`src/verilog/tcg_pkg.sv`:
```
// Shared constants, register map and carrier types for the trickle clock and power gating block
package tcg_pkg;
  // Bus geometry
  localparam int unsigned ADDR_W = 12;
  localparam int unsigned DATA_W = 32;

  // Register byte addresses
  localparam logic [11:0] WAKE_STATUS_ADDR = 12'h000;
  localparam logic [11:0] WAKE_MASK_ADDR   = 12'h004;
  localparam logic [11:0] CTRL_ADDR        = 12'h008;
  localparam logic [11:0] STATE_ADDR       = 12'h00C;
  localparam logic [11:0] GP_DRIVE_ADDR    = 12'h010;
  localparam logic [11:0] POWER_CTRL_BASE  = 12'h400;
  localparam logic [11:0] RUNTIME_BASE     = 12'h800;
  localparam logic [11:0] SLOW_CFG_OFFSET  = 12'h0F0;
  localparam logic [11:0] SLOW_CFG_ADDR_LD0 = POWER_CTRL_BASE + SLOW_CFG_OFFSET;
  localparam logic [11:0] SLOW_CFG_ADDR_LD1 = RUNTIME_BASE + SLOW_CFG_OFFSET;

  // Field positions and reset values
  localparam int unsigned CFG_ABSENT_BIT  = 0;
  localparam logic [7:0]  SLOW_CFG_RESET  = 8'h00;
  localparam int unsigned CTRL_NUMBER_BIT = 0;
  localparam int unsigned CTRL_BLINK_BIT  = 1;
  localparam logic [7:0]  CTRL_RESET      = 8'h00;
  localparam int unsigned ST_SUPPLY_BIT   = 0;
  localparam int unsigned ST_DERIVED_BIT  = 1;
  localparam int unsigned ST_FPRST_BIT    = 2;
  localparam int unsigned ST_PIN24_BIT    = 3;
  localparam int unsigned ST_KEYLIVE_BIT  = 4;
  localparam int unsigned GP_VAL_LSB      = 16;
  localparam int unsigned GP_W            = 12;

  // AXI responses
  localparam logic [1:0] RESP_OKAY   = 2'h0;
  localparam logic [1:0] RESP_SLVERR = 2'h2;

  // Timing
  localparam int unsigned CLK_PERIOD_NS = 25;
  localparam int unsigned POR_TIME_NS   = 1000;
  localparam int unsigned POR_CYCLES    = (POR_TIME_NS + CLK_PERIOD_NS - 1) / CLK_PERIOD_NS;
  localparam int unsigned REF_HZ        = 14318000;
  localparam int unsigned SLOW_HZ       = 32768;
  localparam int unsigned REF_DIV       = (REF_HZ + SLOW_HZ / 2) / SLOW_HZ;
  localparam int unsigned DEBOUNCE_TICKS = 8;
  localparam int unsigned BLINK_TICKS    = 16384;
  localparam int unsigned KEY_HOLD_TICKS = 4;

  // Wake event carrier, ring indicator 1 in bit 0
  typedef struct packed {
    logic [GP_W-1:0] gp;
    logic            key;
    logic            mouse;
    logic            kbd;
    logic            ri2;
    logic            ri1;
  } tcg_wake_ev_t;
  localparam int unsigned WAKE_W = $bits(tcg_wake_ev_t);

  // Register select
  typedef enum logic [2:0] {
    REG_NONE, REG_STATUS, REG_MASK, REG_CTRL, REG_STATE, REG_GP, REG_CFG
  } tcg_reg_t;
endpackage

```
`src/verilog/tcg_power_clock_ctrl.sv`:
```
// Slow clock selection, suspend-domain wake logic and supply-gated register access
//
// How it works
// - Slow clock absent bit at 0xF0 resets to 0: external clock present.
// - Absent bit set: external slow clock input treated as grounded.
// - Present: debounce, LED blink and key wake all run from external clock.
// - Absent: key wake alone uses a 32 kHz tick divided from reference.
// - Without external clock, key wake works only while main supply is good.
// - Slow clock config lives in suspend domain, reset only by trickle reset.
// - Device stretches a trickle power-on reset over all suspend logic.
// - Main supply low: no register read or write is decoded.
// - Wake inputs and wake output keep working while main supply is low.
// - Trickle only: enabled wake events pull the open-drain wake output low.
// - Wake sources: both ring indicators, keyboard, mouse, key detector, GP inputs.
// - Only GP 10-17 and 20-23 reach wake logic; GP 24 never does.
// - Main-supply GP output buffers disabled while main supply is absent.
// - Reference clock counted dead while main supply is absent.
// - Config register window follows the logical device numbering bit.
//
// Added by the designer: the AXI4-Lite slave port.
`timescale 1ns/1ps
module tcg_power_clock_ctrl
  import tcg_pkg::*;
#(
  parameter int unsigned BLINK_TICKS_P    = BLINK_TICKS,
  parameter int unsigned DEBOUNCE_TICKS_P = DEBOUNCE_TICKS,
  parameter int unsigned KEY_HOLD_TICKS_P = KEY_HOLD_TICKS
) (
  input  wire logic              clock_i,
  input  wire logic              rst_i,
  input  wire logic              host_reset_i,
  input  wire logic [ADDR_W-1:0] s_axi_awaddr_i,
  input  wire logic              s_axi_awvalid_i,
  output logic                   s_axi_awready_o,
  input  wire logic [DATA_W-1:0] s_axi_wdata_i,
  input  wire logic [3:0]        s_axi_wstrb_i,
  input  wire logic              s_axi_wvalid_i,
  output logic                   s_axi_wready_o,
  output logic [1:0]             s_axi_bresp_o,
  output logic                   s_axi_bvalid_o,
  input  wire logic              s_axi_bready_i,
  input  wire logic [ADDR_W-1:0] s_axi_araddr_i,
  input  wire logic              s_axi_arvalid_i,
  output logic                   s_axi_arready_o,
  output logic [DATA_W-1:0]      s_axi_rdata_o,
  output logic [1:0]             s_axi_rresp_o,
  output logic                   s_axi_rvalid_o,
  input  wire logic              s_axi_rready_i,
  input  wire logic              slow_clock_pin_i,
  input  wire logic              ref_clock_14m_i,
  input  wire logic              main_supply_good_i,
  input  wire logic              front_panel_reset_in_n_i,
  input  wire logic              ring_indicate_1_n_i,
  input  wire logic              ring_indicate_2_n_i,
  input  wire logic              keyboard_data_pin_i,
  input  wire logic              mouse_data_pin_i,
  input  wire logic [GP_W-1:0]   gp_wake_pins_i,
  input  wire logic              gp_pin_24_i,
  output logic                   wake_event_out_n_o,
  output logic                   wake_event_oe_o,
  output logic                   irq_o,
  output logic                   front_panel_reset_o,
  output logic                   led_blink_o,
  output logic [GP_W-1:0]        gp_out_o,
  output logic [GP_W-1:0]        gp_oe_o,
  output logic                   trickle_por_o
);
  logic [7:0]        por_cnt_q;
  logic              por_q;
  logic              bus_rst;
  logic [7:0]        slow_cfg_q;
  logic [7:0]        ctrl_q;
  logic [WAKE_W-1:0] mask_q;
  logic [WAKE_W-1:0] status_q;
  logic [GP_W-1:0]   gp_en_q;
  logic [GP_W-1:0]   gp_val_q;
  logic [ADDR_W-1:0] awaddr_q;
  logic [DATA_W-1:0] wdata_q;
  logic [3:0]        wstrb_q;
  logic              aw_have_q;
  logic              w_have_q;
  logic              wr_fire;
  logic              wr_en;
  tcg_reg_t          wr_sel;
  tcg_reg_t          rd_sel;
  logic [DATA_W-1:0] rd_word;
  logic [DATA_W-1:0] wr_word;
  logic [DATA_W-1:0] cfg_merge, ctrl_merge, mask_merge, gp_merge;
  tcg_wake_ev_t      ev_now;
  tcg_wake_ev_t      ev_prev_q;
  logic [WAKE_W-1:0] ev_w;
  logic [WAKE_W-1:0] clr_w;
  logic              ext_tick;
  logic              key_tick;
  logic              key_derived;
  logic              key_live;
  logic              fp_state_q;
  logic [3:0]        fp_cnt_q;
  logic [15:0]       blink_cnt_q;
  logic [3:0]        key_cnt_q;
  logic              key_done_q;
  logic              key_event_q;

  // Address decode shared by both channels; window moves with numbering bit
  function automatic tcg_reg_t reg_decode(input logic [ADDR_W-1:0] a, input logic ld);
    reg_decode = REG_NONE;
    if (a == WAKE_STATUS_ADDR) begin
      reg_decode = REG_STATUS;
    end else if (a == WAKE_MASK_ADDR) begin
      reg_decode = REG_MASK;
    end else if (a == CTRL_ADDR) begin
      reg_decode = REG_CTRL;
    end else if (a == STATE_ADDR) begin
      reg_decode = REG_STATE;
    end else if (a == GP_DRIVE_ADDR) begin
      reg_decode = REG_GP;
    end else if (a == (ld ? SLOW_CFG_ADDR_LD1 : SLOW_CFG_ADDR_LD0)) begin
      reg_decode = REG_CFG;
    end
  endfunction

  // Byte-lane merge of a write into the old word
  function automatic logic [DATA_W-1:0] lane_merge(input logic [DATA_W-1:0] old_w,
                                                   input logic [DATA_W-1:0] new_w,
                                                   input logic [3:0]        strb);
    lane_merge = old_w;
    for (int b = 0; b < 4; b++) begin
      if (strb[b]) begin
        lane_merge[8*b +: 8] = new_w[8*b +: 8];
      end
    end
  endfunction

  // Trickle power-on reset, stretched so suspend logic sees a clean pulse
  always_ff @(posedge clock_i) begin
    if (rst_i) begin
      por_cnt_q <= 8'h00;
      por_q     <= 1'b1;
    end else if (por_q) begin
      if (por_cnt_q == 8'(POR_CYCLES - 1)) begin
        por_q <= 1'b0;
      end else begin
        por_cnt_q <= por_cnt_q + 8'h01;
      end
    end
  end
  assign trickle_por_o = por_q;
  assign bus_rst       = por_q | host_reset_i;

  // Write channel: address and data taken in either order, one write in flight
  assign wr_fire = aw_have_q & w_have_q & ~s_axi_bvalid_o;
  assign wr_sel  = reg_decode(awaddr_q, ctrl_q[CTRL_NUMBER_BIT]);
  assign wr_en   = wr_fire & main_supply_good_i & (wr_sel != REG_NONE);
  always_ff @(posedge clock_i) begin
    if (bus_rst) begin
      s_axi_awready_o <= 1'b1;
      s_axi_wready_o  <= 1'b1;
      s_axi_bvalid_o  <= 1'b0;
      s_axi_bresp_o   <= RESP_OKAY;
      aw_have_q       <= 1'b0;
      w_have_q        <= 1'b0;
      awaddr_q        <= '0;
      wdata_q         <= '0;
      wstrb_q         <= 4'h0;
    end else begin
      if (s_axi_awvalid_i && s_axi_awready_o) begin
        awaddr_q        <= s_axi_awaddr_i;
        aw_have_q       <= 1'b1;
        s_axi_awready_o <= 1'b0;
      end
      if (s_axi_wvalid_i && s_axi_wready_o) begin
        wdata_q        <= s_axi_wdata_i;
        wstrb_q        <= s_axi_wstrb_i;
        w_have_q       <= 1'b1;
        s_axi_wready_o <= 1'b0;
      end
      if (wr_fire) begin
        aw_have_q      <= 1'b0;
        w_have_q       <= 1'b0;
        s_axi_bvalid_o <= 1'b1;
        s_axi_bresp_o  <= wr_en ? RESP_OKAY : RESP_SLVERR;
      end
      if (s_axi_bvalid_o && s_axi_bready_i) begin
        s_axi_bvalid_o  <= 1'b0;
        s_axi_awready_o <= 1'b1;
        s_axi_wready_o  <= 1'b1;
      end
    end
  end

  // Read data mux, state bits reflect live block condition
  assign rd_sel = reg_decode(s_axi_araddr_i, ctrl_q[CTRL_NUMBER_BIT]);
  always_comb begin
    rd_word = '0;
    case (rd_sel)
      REG_STATUS: rd_word = DATA_W'(status_q);
      REG_MASK:   rd_word = DATA_W'(mask_q);
      REG_CTRL:   rd_word = DATA_W'(ctrl_q);
      REG_CFG:    rd_word = DATA_W'(slow_cfg_q);
      REG_GP:     rd_word = {4'h0, gp_val_q, 4'h0, gp_en_q};
      REG_STATE: begin
        rd_word[ST_SUPPLY_BIT]  = main_supply_good_i;
        rd_word[ST_DERIVED_BIT] = key_derived;
        rd_word[ST_FPRST_BIT]   = front_panel_reset_o;
        rd_word[ST_PIN24_BIT]   = gp_pin_24_i;
        rd_word[ST_KEYLIVE_BIT] = key_live;
      end
      default:    rd_word = '0;
    endcase
  end

  // Read channel: answer one cycle after the address is taken
  always_ff @(posedge clock_i) begin
    if (bus_rst) begin
      s_axi_arready_o <= 1'b1;
      s_axi_rvalid_o  <= 1'b0;
      s_axi_rdata_o   <= '0;
      s_axi_rresp_o   <= RESP_OKAY;
    end else begin
      if (s_axi_arvalid_i && s_axi_arready_o) begin
        s_axi_arready_o <= 1'b0;
        s_axi_rvalid_o  <= 1'b1;
        if (main_supply_good_i && (rd_sel != REG_NONE)) begin
          s_axi_rdata_o <= rd_word;
          s_axi_rresp_o <= RESP_OKAY;
        end else begin
          s_axi_rdata_o <= '0;
          s_axi_rresp_o <= RESP_SLVERR;
        end
      end
      if (s_axi_rvalid_o && s_axi_rready_i) begin
        s_axi_rvalid_o  <= 1'b0;
        s_axi_arready_o <= 1'b1;
      end
    end
  end

  // Suspend-domain registers: a host reset leaves them alone
  assign wr_word    = lane_merge(32'h0000_0000, wdata_q, wstrb_q);
  assign cfg_merge  = lane_merge(DATA_W'(slow_cfg_q), wdata_q, wstrb_q);
  assign ctrl_merge = lane_merge(DATA_W'(ctrl_q), wdata_q, wstrb_q);
  assign mask_merge = lane_merge(DATA_W'(mask_q), wdata_q, wstrb_q);
  assign gp_merge   = lane_merge({4'h0, gp_val_q, 4'h0, gp_en_q}, wdata_q, wstrb_q);
  always_ff @(posedge clock_i) begin
    if (por_q) begin
      slow_cfg_q <= SLOW_CFG_RESET;
      ctrl_q     <= CTRL_RESET;
      mask_q     <= '0;
      gp_en_q    <= '0;
      gp_val_q   <= '0;
    end else if (wr_en) begin
      case (wr_sel)
        REG_CFG:  slow_cfg_q <= cfg_merge[7:0];
        REG_CTRL: ctrl_q     <= ctrl_merge[7:0];
        REG_MASK: mask_q     <= mask_merge[WAKE_W-1:0];
        REG_GP: begin
          gp_en_q  <= gp_merge[GP_W-1:0];
          gp_val_q <= gp_merge[GP_VAL_LSB +: GP_W];
        end
        default: ;
      endcase
    end
  end

  // Tick sources, external pin gated by the absent bit
  tcg_tick_source u_ticks (
    .clock_i                 (clock_i),
    .rst_i                   (por_q),
    .slow_clock_pin_i        (slow_clock_pin_i),
    .ref_clock_14m_i         (ref_clock_14m_i),
    .ext_slow_clock_absent_i (slow_cfg_q[CFG_ABSENT_BIT]),
    .main_supply_good_i      (main_supply_good_i),
    .ext_tick_o              (ext_tick),
    .key_tick_o              (key_tick),
    .key_derived_o           (key_derived),
    .key_live_o              (key_live)
  );

  // Front panel debounce on external ticks only; no substitute source exists
  always_ff @(posedge clock_i) begin
    if (por_q) begin
      fp_state_q <= 1'b1;
      fp_cnt_q   <= 4'h0;
    end else if (front_panel_reset_in_n_i == fp_state_q) begin
      fp_cnt_q <= 4'h0;
    end else if (ext_tick) begin
      if (fp_cnt_q == 4'(DEBOUNCE_TICKS_P - 1)) begin
        fp_state_q <= front_panel_reset_in_n_i;
        fp_cnt_q   <= 4'h0;
      end else begin
        fp_cnt_q <= fp_cnt_q + 4'h1;
      end
    end
  end

  // LED blink, also external ticks only
  always_ff @(posedge clock_i) begin
    if (por_q || !ctrl_q[CTRL_BLINK_BIT]) begin
      blink_cnt_q <= 16'h0000;
      led_blink_o <= 1'b0;
    end else if (ext_tick) begin
      if (blink_cnt_q == 16'(BLINK_TICKS_P - 1)) begin
        blink_cnt_q <= 16'h0000;
        led_blink_o <= ~led_blink_o;
      end else begin
        blink_cnt_q <= blink_cnt_q + 16'h0001;
      end
    end
  end

  // Specific-key detector: keyboard data held low for a run of key ticks
  always_ff @(posedge clock_i) begin
    if (por_q || keyboard_data_pin_i || !key_live) begin
      key_cnt_q   <= 4'h0;
      key_done_q  <= 1'b0;
      key_event_q <= 1'b0;
    end else begin
      key_event_q <= 1'b0;
      if (key_tick && !key_done_q) begin
        if (key_cnt_q == 4'(KEY_HOLD_TICKS_P - 1)) begin
          key_done_q  <= 1'b1;
          key_event_q <= 1'b1;
        end else begin
          key_cnt_q <= key_cnt_q + 4'h1;
        end
      end
    end
  end

  // Wake sources; GP 24 is kept out on purpose
  always_comb begin
    ev_now.ri1   = ~ring_indicate_1_n_i;
    ev_now.ri2   = ~ring_indicate_2_n_i;
    ev_now.kbd   = ~keyboard_data_pin_i;
    ev_now.mouse = ~mouse_data_pin_i;
    ev_now.key   = key_event_q;
    ev_now.gp    = ~gp_wake_pins_i;
  end
  assign ev_w  = ev_now & ~ev_prev_q;
  assign clr_w = (wr_en && wr_sel == REG_STATUS) ? wr_word[WAKE_W-1:0] : '0;

  // Edge history runs regardless of main supply
  always_ff @(posedge clock_i) begin
    if (por_q) begin
      ev_prev_q <= '0;
    end else begin
      ev_prev_q <= ev_now;
    end
  end

  // Sticky status, set beats a same-cycle write-one clear
  for (genvar i = 0; i < WAKE_W; i++) begin : g_status
    always_ff @(posedge clock_i) begin
      if (por_q) begin
        status_q[i] <= 1'b0;
      end else if (ev_w[i]) begin
        status_q[i] <= 1'b1;
      end else if (clr_w[i]) begin
        status_q[i] <= 1'b0;
      end
    end
  end

  // Outputs: wake pin pulled low while any enabled event is pending
  always_ff @(posedge clock_i) begin
    if (por_q) begin
      wake_event_out_n_o  <= 1'b0;
      wake_event_oe_o     <= 1'b0;
      irq_o               <= 1'b0;
      front_panel_reset_o <= 1'b0;
      gp_out_o            <= '0;
      gp_oe_o             <= '0;
    end else begin
      wake_event_out_n_o  <= 1'b0;
      wake_event_oe_o     <= |(status_q & mask_q);
      irq_o               <= |(status_q & mask_q);
      front_panel_reset_o <= ~fp_state_q;
      gp_out_o            <= gp_val_q;
      gp_oe_o             <= main_supply_good_i ? gp_en_q : '0;
    end
  end
endmodule

```
`src/verilog/tcg_tick_source.sv`:
```
// Slow tick sources: external pin edges, divided reference, glitch-free select for the key detector
`timescale 1ns/1ps
module tcg_tick_source
  import tcg_pkg::*;
(
  input  wire logic clock_i,
  input  wire logic rst_i,
  input  wire logic slow_clock_pin_i,
  input  wire logic ref_clock_14m_i,
  input  wire logic ext_slow_clock_absent_i,
  input  wire logic main_supply_good_i,
  output logic      ext_tick_o,
  output logic      key_tick_o,
  output logic      key_derived_o,
  output logic      key_live_o
);
  logic       slow_q;
  logic       ref_q;
  logic [8:0] div_q;
  logic       sel_q;
  logic       hold_q;
  logic       ext_edge;
  logic       ref_edge;
  logic       der_tick;

  // Absent pin reads as grounded, reference dead without main supply
  assign ext_edge = ~ext_slow_clock_absent_i & slow_clock_pin_i & ~slow_q;
  assign ref_edge = main_supply_good_i & ref_clock_14m_i & ~ref_q;
  assign der_tick = ref_edge && (div_q == 9'(REF_DIV - 1));

  // Edge history and reference divider
  always_ff @(posedge clock_i) begin
    if (rst_i) begin
      slow_q <= 1'b0;
      ref_q  <= 1'b0;
      div_q  <= 9'h000;
    end else begin
      slow_q <= slow_clock_pin_i;
      ref_q  <= ref_clock_14m_i;
      if (der_tick) begin
        div_q <= 9'h000;
      end else if (ref_edge) begin
        div_q <= div_q + 9'h001;
      end
    end
  end

  // Source change only in a quiet cycle, then one blank cycle so no runt tick escapes
  always_ff @(posedge clock_i) begin
    if (rst_i) begin
      sel_q      <= 1'b0;
      hold_q     <= 1'b0;
      ext_tick_o <= 1'b0;
      key_tick_o <= 1'b0;
      key_live_o <= 1'b1;
    end else begin
      hold_q <= 1'b0;
      if ((sel_q != ext_slow_clock_absent_i) && !ext_edge && !der_tick) begin
        sel_q  <= ext_slow_clock_absent_i;
        hold_q <= 1'b1;
      end
      ext_tick_o <= ext_edge;
      key_tick_o <= !hold_q && (sel_q ? (der_tick && main_supply_good_i) : ext_edge);
      key_live_o <= sel_q ? main_supply_good_i : 1'b1;
    end
  end
  assign key_derived_o = sel_q;
endmodule

```
`config.mk`:
```
export PLATFORM = sky130hd
export DESIGN_NAME = tcg_power_clock_ctrl
export DESIGN_NICKNAME = d
export VERILOG_FILES = /design/src/verilog/tcg_pkg.sv /design/src/verilog/tcg_power_clock_ctrl.sv /design/src/verilog/tcg_tick_source.sv
export SDC_FILE = /design/constraint.sdc
export NUM_CORES = 1
export LEC_CHECK = 0
export ABC_AREA = 0
export BUFFER_PORTS_ARGS = -buffer_cell sky130_fd_sc_hd__buf_2
export CORE_UTILIZATION = 23
export CTS_CLUSTER_DIAMETER = 200
export DETAILED_ROUTE_END_ITERATION = 8
export PLACE_DENSITY = 0.39
export SLEW_MARGIN = 20
export SYNTH_ARGS = -nofsm -noshare
export SYNTH_HDL_FRONTEND = slang
export SYNTH_SLANG_ARGS = --single-unit
```
`constraint.sdc`:
```
create_clock -name clock_i -period 2.7 [get_ports clock_i]
set_input_delay 0.54 -clock clock_i [delete_from_list [all_inputs] [get_ports clock_i]]
set_output_delay 0.54 -clock clock_i [all_outputs]
set_load 0.01 [all_outputs]
```
==> flow_summary_export.csv <==
group,metric,value,unit
outcome,status,"finished clean",
layout,drive_gt1_share,22.5,%
detailed_routing,drt-initial-drc-count,469,
setup_path,cp-end-kind,"output port",
synthesis,synth_cells,1116,
global_routing,grt_usage,14.2,%
detailed_routing,viasPerCell,4.49,
pwr,p_total,7.99,mW
detailed_routing,drt_first_pass_iters,5,
synthesis,synth_compound_area_share,14.3,%
clocking,clkSinkCount,251,
global_routing,overflow,0,
floorplan,coreArea,44100,um^2
clocking,insertion_delay,0.58,ns
floorplan,io_pins,160,
synthesis,synth.distinct_cells,70,
synthesis,async_reset_ff_share,0,%
detailed_routing,drc,0,
synthesis,synth_ff_type,"dfxtp_1",
detailed_routing,wl_per_cell,17.3,um
clocking,cts_resized,0,
setup_path,critPathArrivalTime,1.86,ns
synthesis,synth_xor_area_share,2.48,%
sta,setup_ws,0.303,ns
sta,slew_headroom,62.6,%
placement,dp_cells,1823,
layout,diodes,0,
sta,max_freq,0.417,GHz
clocking,h-tree-depth,1,
synthesis,ys_warn_count,0,
setup_path,cp-start-kind,"flip-flop",
sta,maxSlewViolCount,0,
sta,finalCritPeriodShare,88.8,%
setup_path,cp.required,2.16,ns
clocking,cts_tree,"done",
run,maxCapViolCount,0,
clocking,clockBufferDepth,3,
layout,syn2layout_area_growth,23.6,%
sta,setup_violations,0,
clocking,cts_hold_buffers,0,
placement,gp_congestion,0.768,
layout,instances_no_fill,1879,
synthesis,netlist_area,10300,um^2
clocking,cts_made_buffers,31,
layout,nets,1359,
placement,io_buffers,148,
floorplan,initial_core_util,23.2,%
pwr,cellPowerDensity,631,nW/um^2
global_routing,grt_pass1_vias,8049,
floorplan,rows,77,
sta,finalCriticalPeriod,2.40,ns
synthesis,avgSynthCellArea,9.19,um^2
synthesis,ys_ff_latch,251,
clocking,path_clk_slew,0.06,ns
global_routing,antenna_found_initial,1,
synthesis,synth_top_family_by_area,"simple AND/OR/NAND/NOR gates",
synthesis,yosysSeqAreaShare,49.0,%
pwr,p_leak,4.78,nW
floorplan,die_area,45400,um^2
synthesis,synth_edf_count,0,
sta,tns,0,ns
clocking,cts-root-buf,"clkbuf_16",
layout,n_fill_cell,4815,
detailed_routing,dr_total_vias,8432,
global_routing,grt_start_max_net_pins,43,
worst_hold_path,hp-class,"primary input to flip-flop",
detailed_routing,ant_nets,0,
sta,fin_worst_skew,0.0231,ns
placement,place_worst_setup_slack,0.400,ns
floorplan,die_w,213,um
setup_path,crit_fanout,36,
setup_path,critPathKind,"flip-flop to output port",
pwr,ir_worst_vdd,0.527,mV
sta,rsz0062_at_grt,"false",
placement,dp_hpwl,23.4,mm
global_routing,grt_pass1_wl,49.1,mm
detailed_routing,wl,32.6,mm
synthesis,yosys-mux-area-fraction,5.64,%
floorplan,die_h,213,um
sta,final_hold_viol_count,0,
synthesis,synthSimpleGateAreaFrac,24.1,%
synthesis,synthAdderAreaFrac,0.830,%
clocking,postCtsSetupBuffers,0,
sta,tightest_slew,0.556,ns
layout,final_util,28.7,%
state kept, by name, indices dropped and copies added (netlist names), 4 cells and up:
name           count
ev_prev_q         17
s_axi_rdata_o     28
wdata_q           28
mask_q            17
por_cnt_q          8
gp_out_o          12
blink_cnt_q       16
gp_en_q           12
awaddr_q          12
gp_oe_o           12
ctrl_q             8
wstrb_q            4
status_q          17
u_ticks.div_q      9
slow_cfg_q         8
key_cnt_q          4
gp_val_q          12
fp_cnt_q           4
synth_stat cells, types with 5 or more instances:
master | instances | area [um^2]
a32oi_1 | 6 | 52.6
nand3_1 | 44 | 220
o21ai_1 | 5 | 25.0
xor2_1 | 23 | 201
nand3b_1 | 6 | 45.0
nor2_1 | 63 | 236
clkbuf_1 | 46 | 173
mux2i_1 | 33 | 330
nor2b_1 | 30 | 188
and3_1 | 8 | 50.1
nand2_1 | 151 | 567
a21oi_1 | 98 | 490
xnor2_1 | 6 | 52.6
and2_1 | 16 | 100
or3_1 | 12 | 75.1
nand4_1 | 31 | 194
buf_4 | 11 | 82.6
o21ai_0 | 48 | 240
nor4bb_1 | 8 | 80.1
nand2b_1 | 24 | 150
dfxtp_1 | 251 | 5020
or2_2 | 18 | 113
inv_1 | 12 | 45.0
a22oi_1 | 20 | 150
mux2_2 | 14 | 158
o21ai_2 | 8 | 70.1
a22o_1 | 16 | 140
mux2_1 | 8 | 90.1
ha_1 | 6 | 75.1
buf_2 | 9 | 45.0
nor3b_1 | 5 | 37.5
nor3_1 | 8 | 40.0
and4_1 | 5 | 43.8
routing by layer:
| metal | global-route usage, % | vias up | part of all wire [%] |
|---|---|---|---|
| li1 | - | 4212 | - |
| met1 | 19.2 | 3996 | 47 |
| met2 | 22.7 | 177 | 46 |
| met3 | 2.65 | 45 | 4.6 |
| met4 | 4.63 | 2 | 2.5 |
| met5 | 0 | - | 0.031 |
layout by cell type, fill, tap and decap left out, types with 8 or more instances in the layout:
cell	n
dfxtp_1	250
nand2_1	151
buf_2	148
a21oi_1	98
nor2_1	63
o21ai_0	48
nand3_1	44
mux2i_1	33
nand4_1	31
clkbuf_16	31
buf_4	31
nor2b_1	30
nand2b_1	24
xor2_1	23
a22oi_1	20
or2_2	18
and2_1	16
a22o_1	16
mux2_2	14
inv_1	12
or3_1	12
and3_1	8
nor3_1	8
o21ai_2	8
nor4bb_1	8
mux2_1	8
clkbuf_8	8
per-stage QoR:
stage	instance area [um^2]	hold WS, ns
final	12700	0.116
after global routing	12700	0.104
after CTS	12700	0.0836
after detailed placement	11700	0.387
after global placement	11700	0.400
after floorplan	10300	0.374
final timing paths:
kind              depth (start not counted)  slack, ns               from                  to
hold reg to reg                           1       0.40     u_ticks.hold_q  u_ticks.key_tick_o
setup / recovery                          2       0.30      trickle_por_o       trickle_por_o
hold / removal                            2       0.12  gp_wake_pins_i[3]        ev_prev_q[8]
setup reg to reg                          4       0.48        awaddr_q[5]         gp_val_q[2]
cells by family after synthesis:
family,Yosys count
compound gates,234
xor+xnor,29
fa+ha+maj,7
buf+inv,83
flops,251
mux,55
other cells,1
simple gates,456
cell type report:
cell class	instances	area (um^2)	share of cell area, %
Sequential cell	251	5030	39.7
Multi-Input combinational cell	788	4880	38.5
Timing Repair Buffer	179	973	7.68
Clock buffer	46	912	7.20
Tap cell	592	741	5.84
Clock inverter	10	87.6	0.691
Inverter	13	48.8	0.385
worst max-delay path: stages (launching register included):
cell and delay, ns:
dfxtp_4 0.60, buf_4 0.47, buf_2 0.22
where the power goes:
group          internal, mW  switching (mW)
Sequential             3.71         0.00429
Combinational        0.0853           0.127
Clock                  2.42            1.65
No activity file was read; power rests on OpenSTA's default activity.
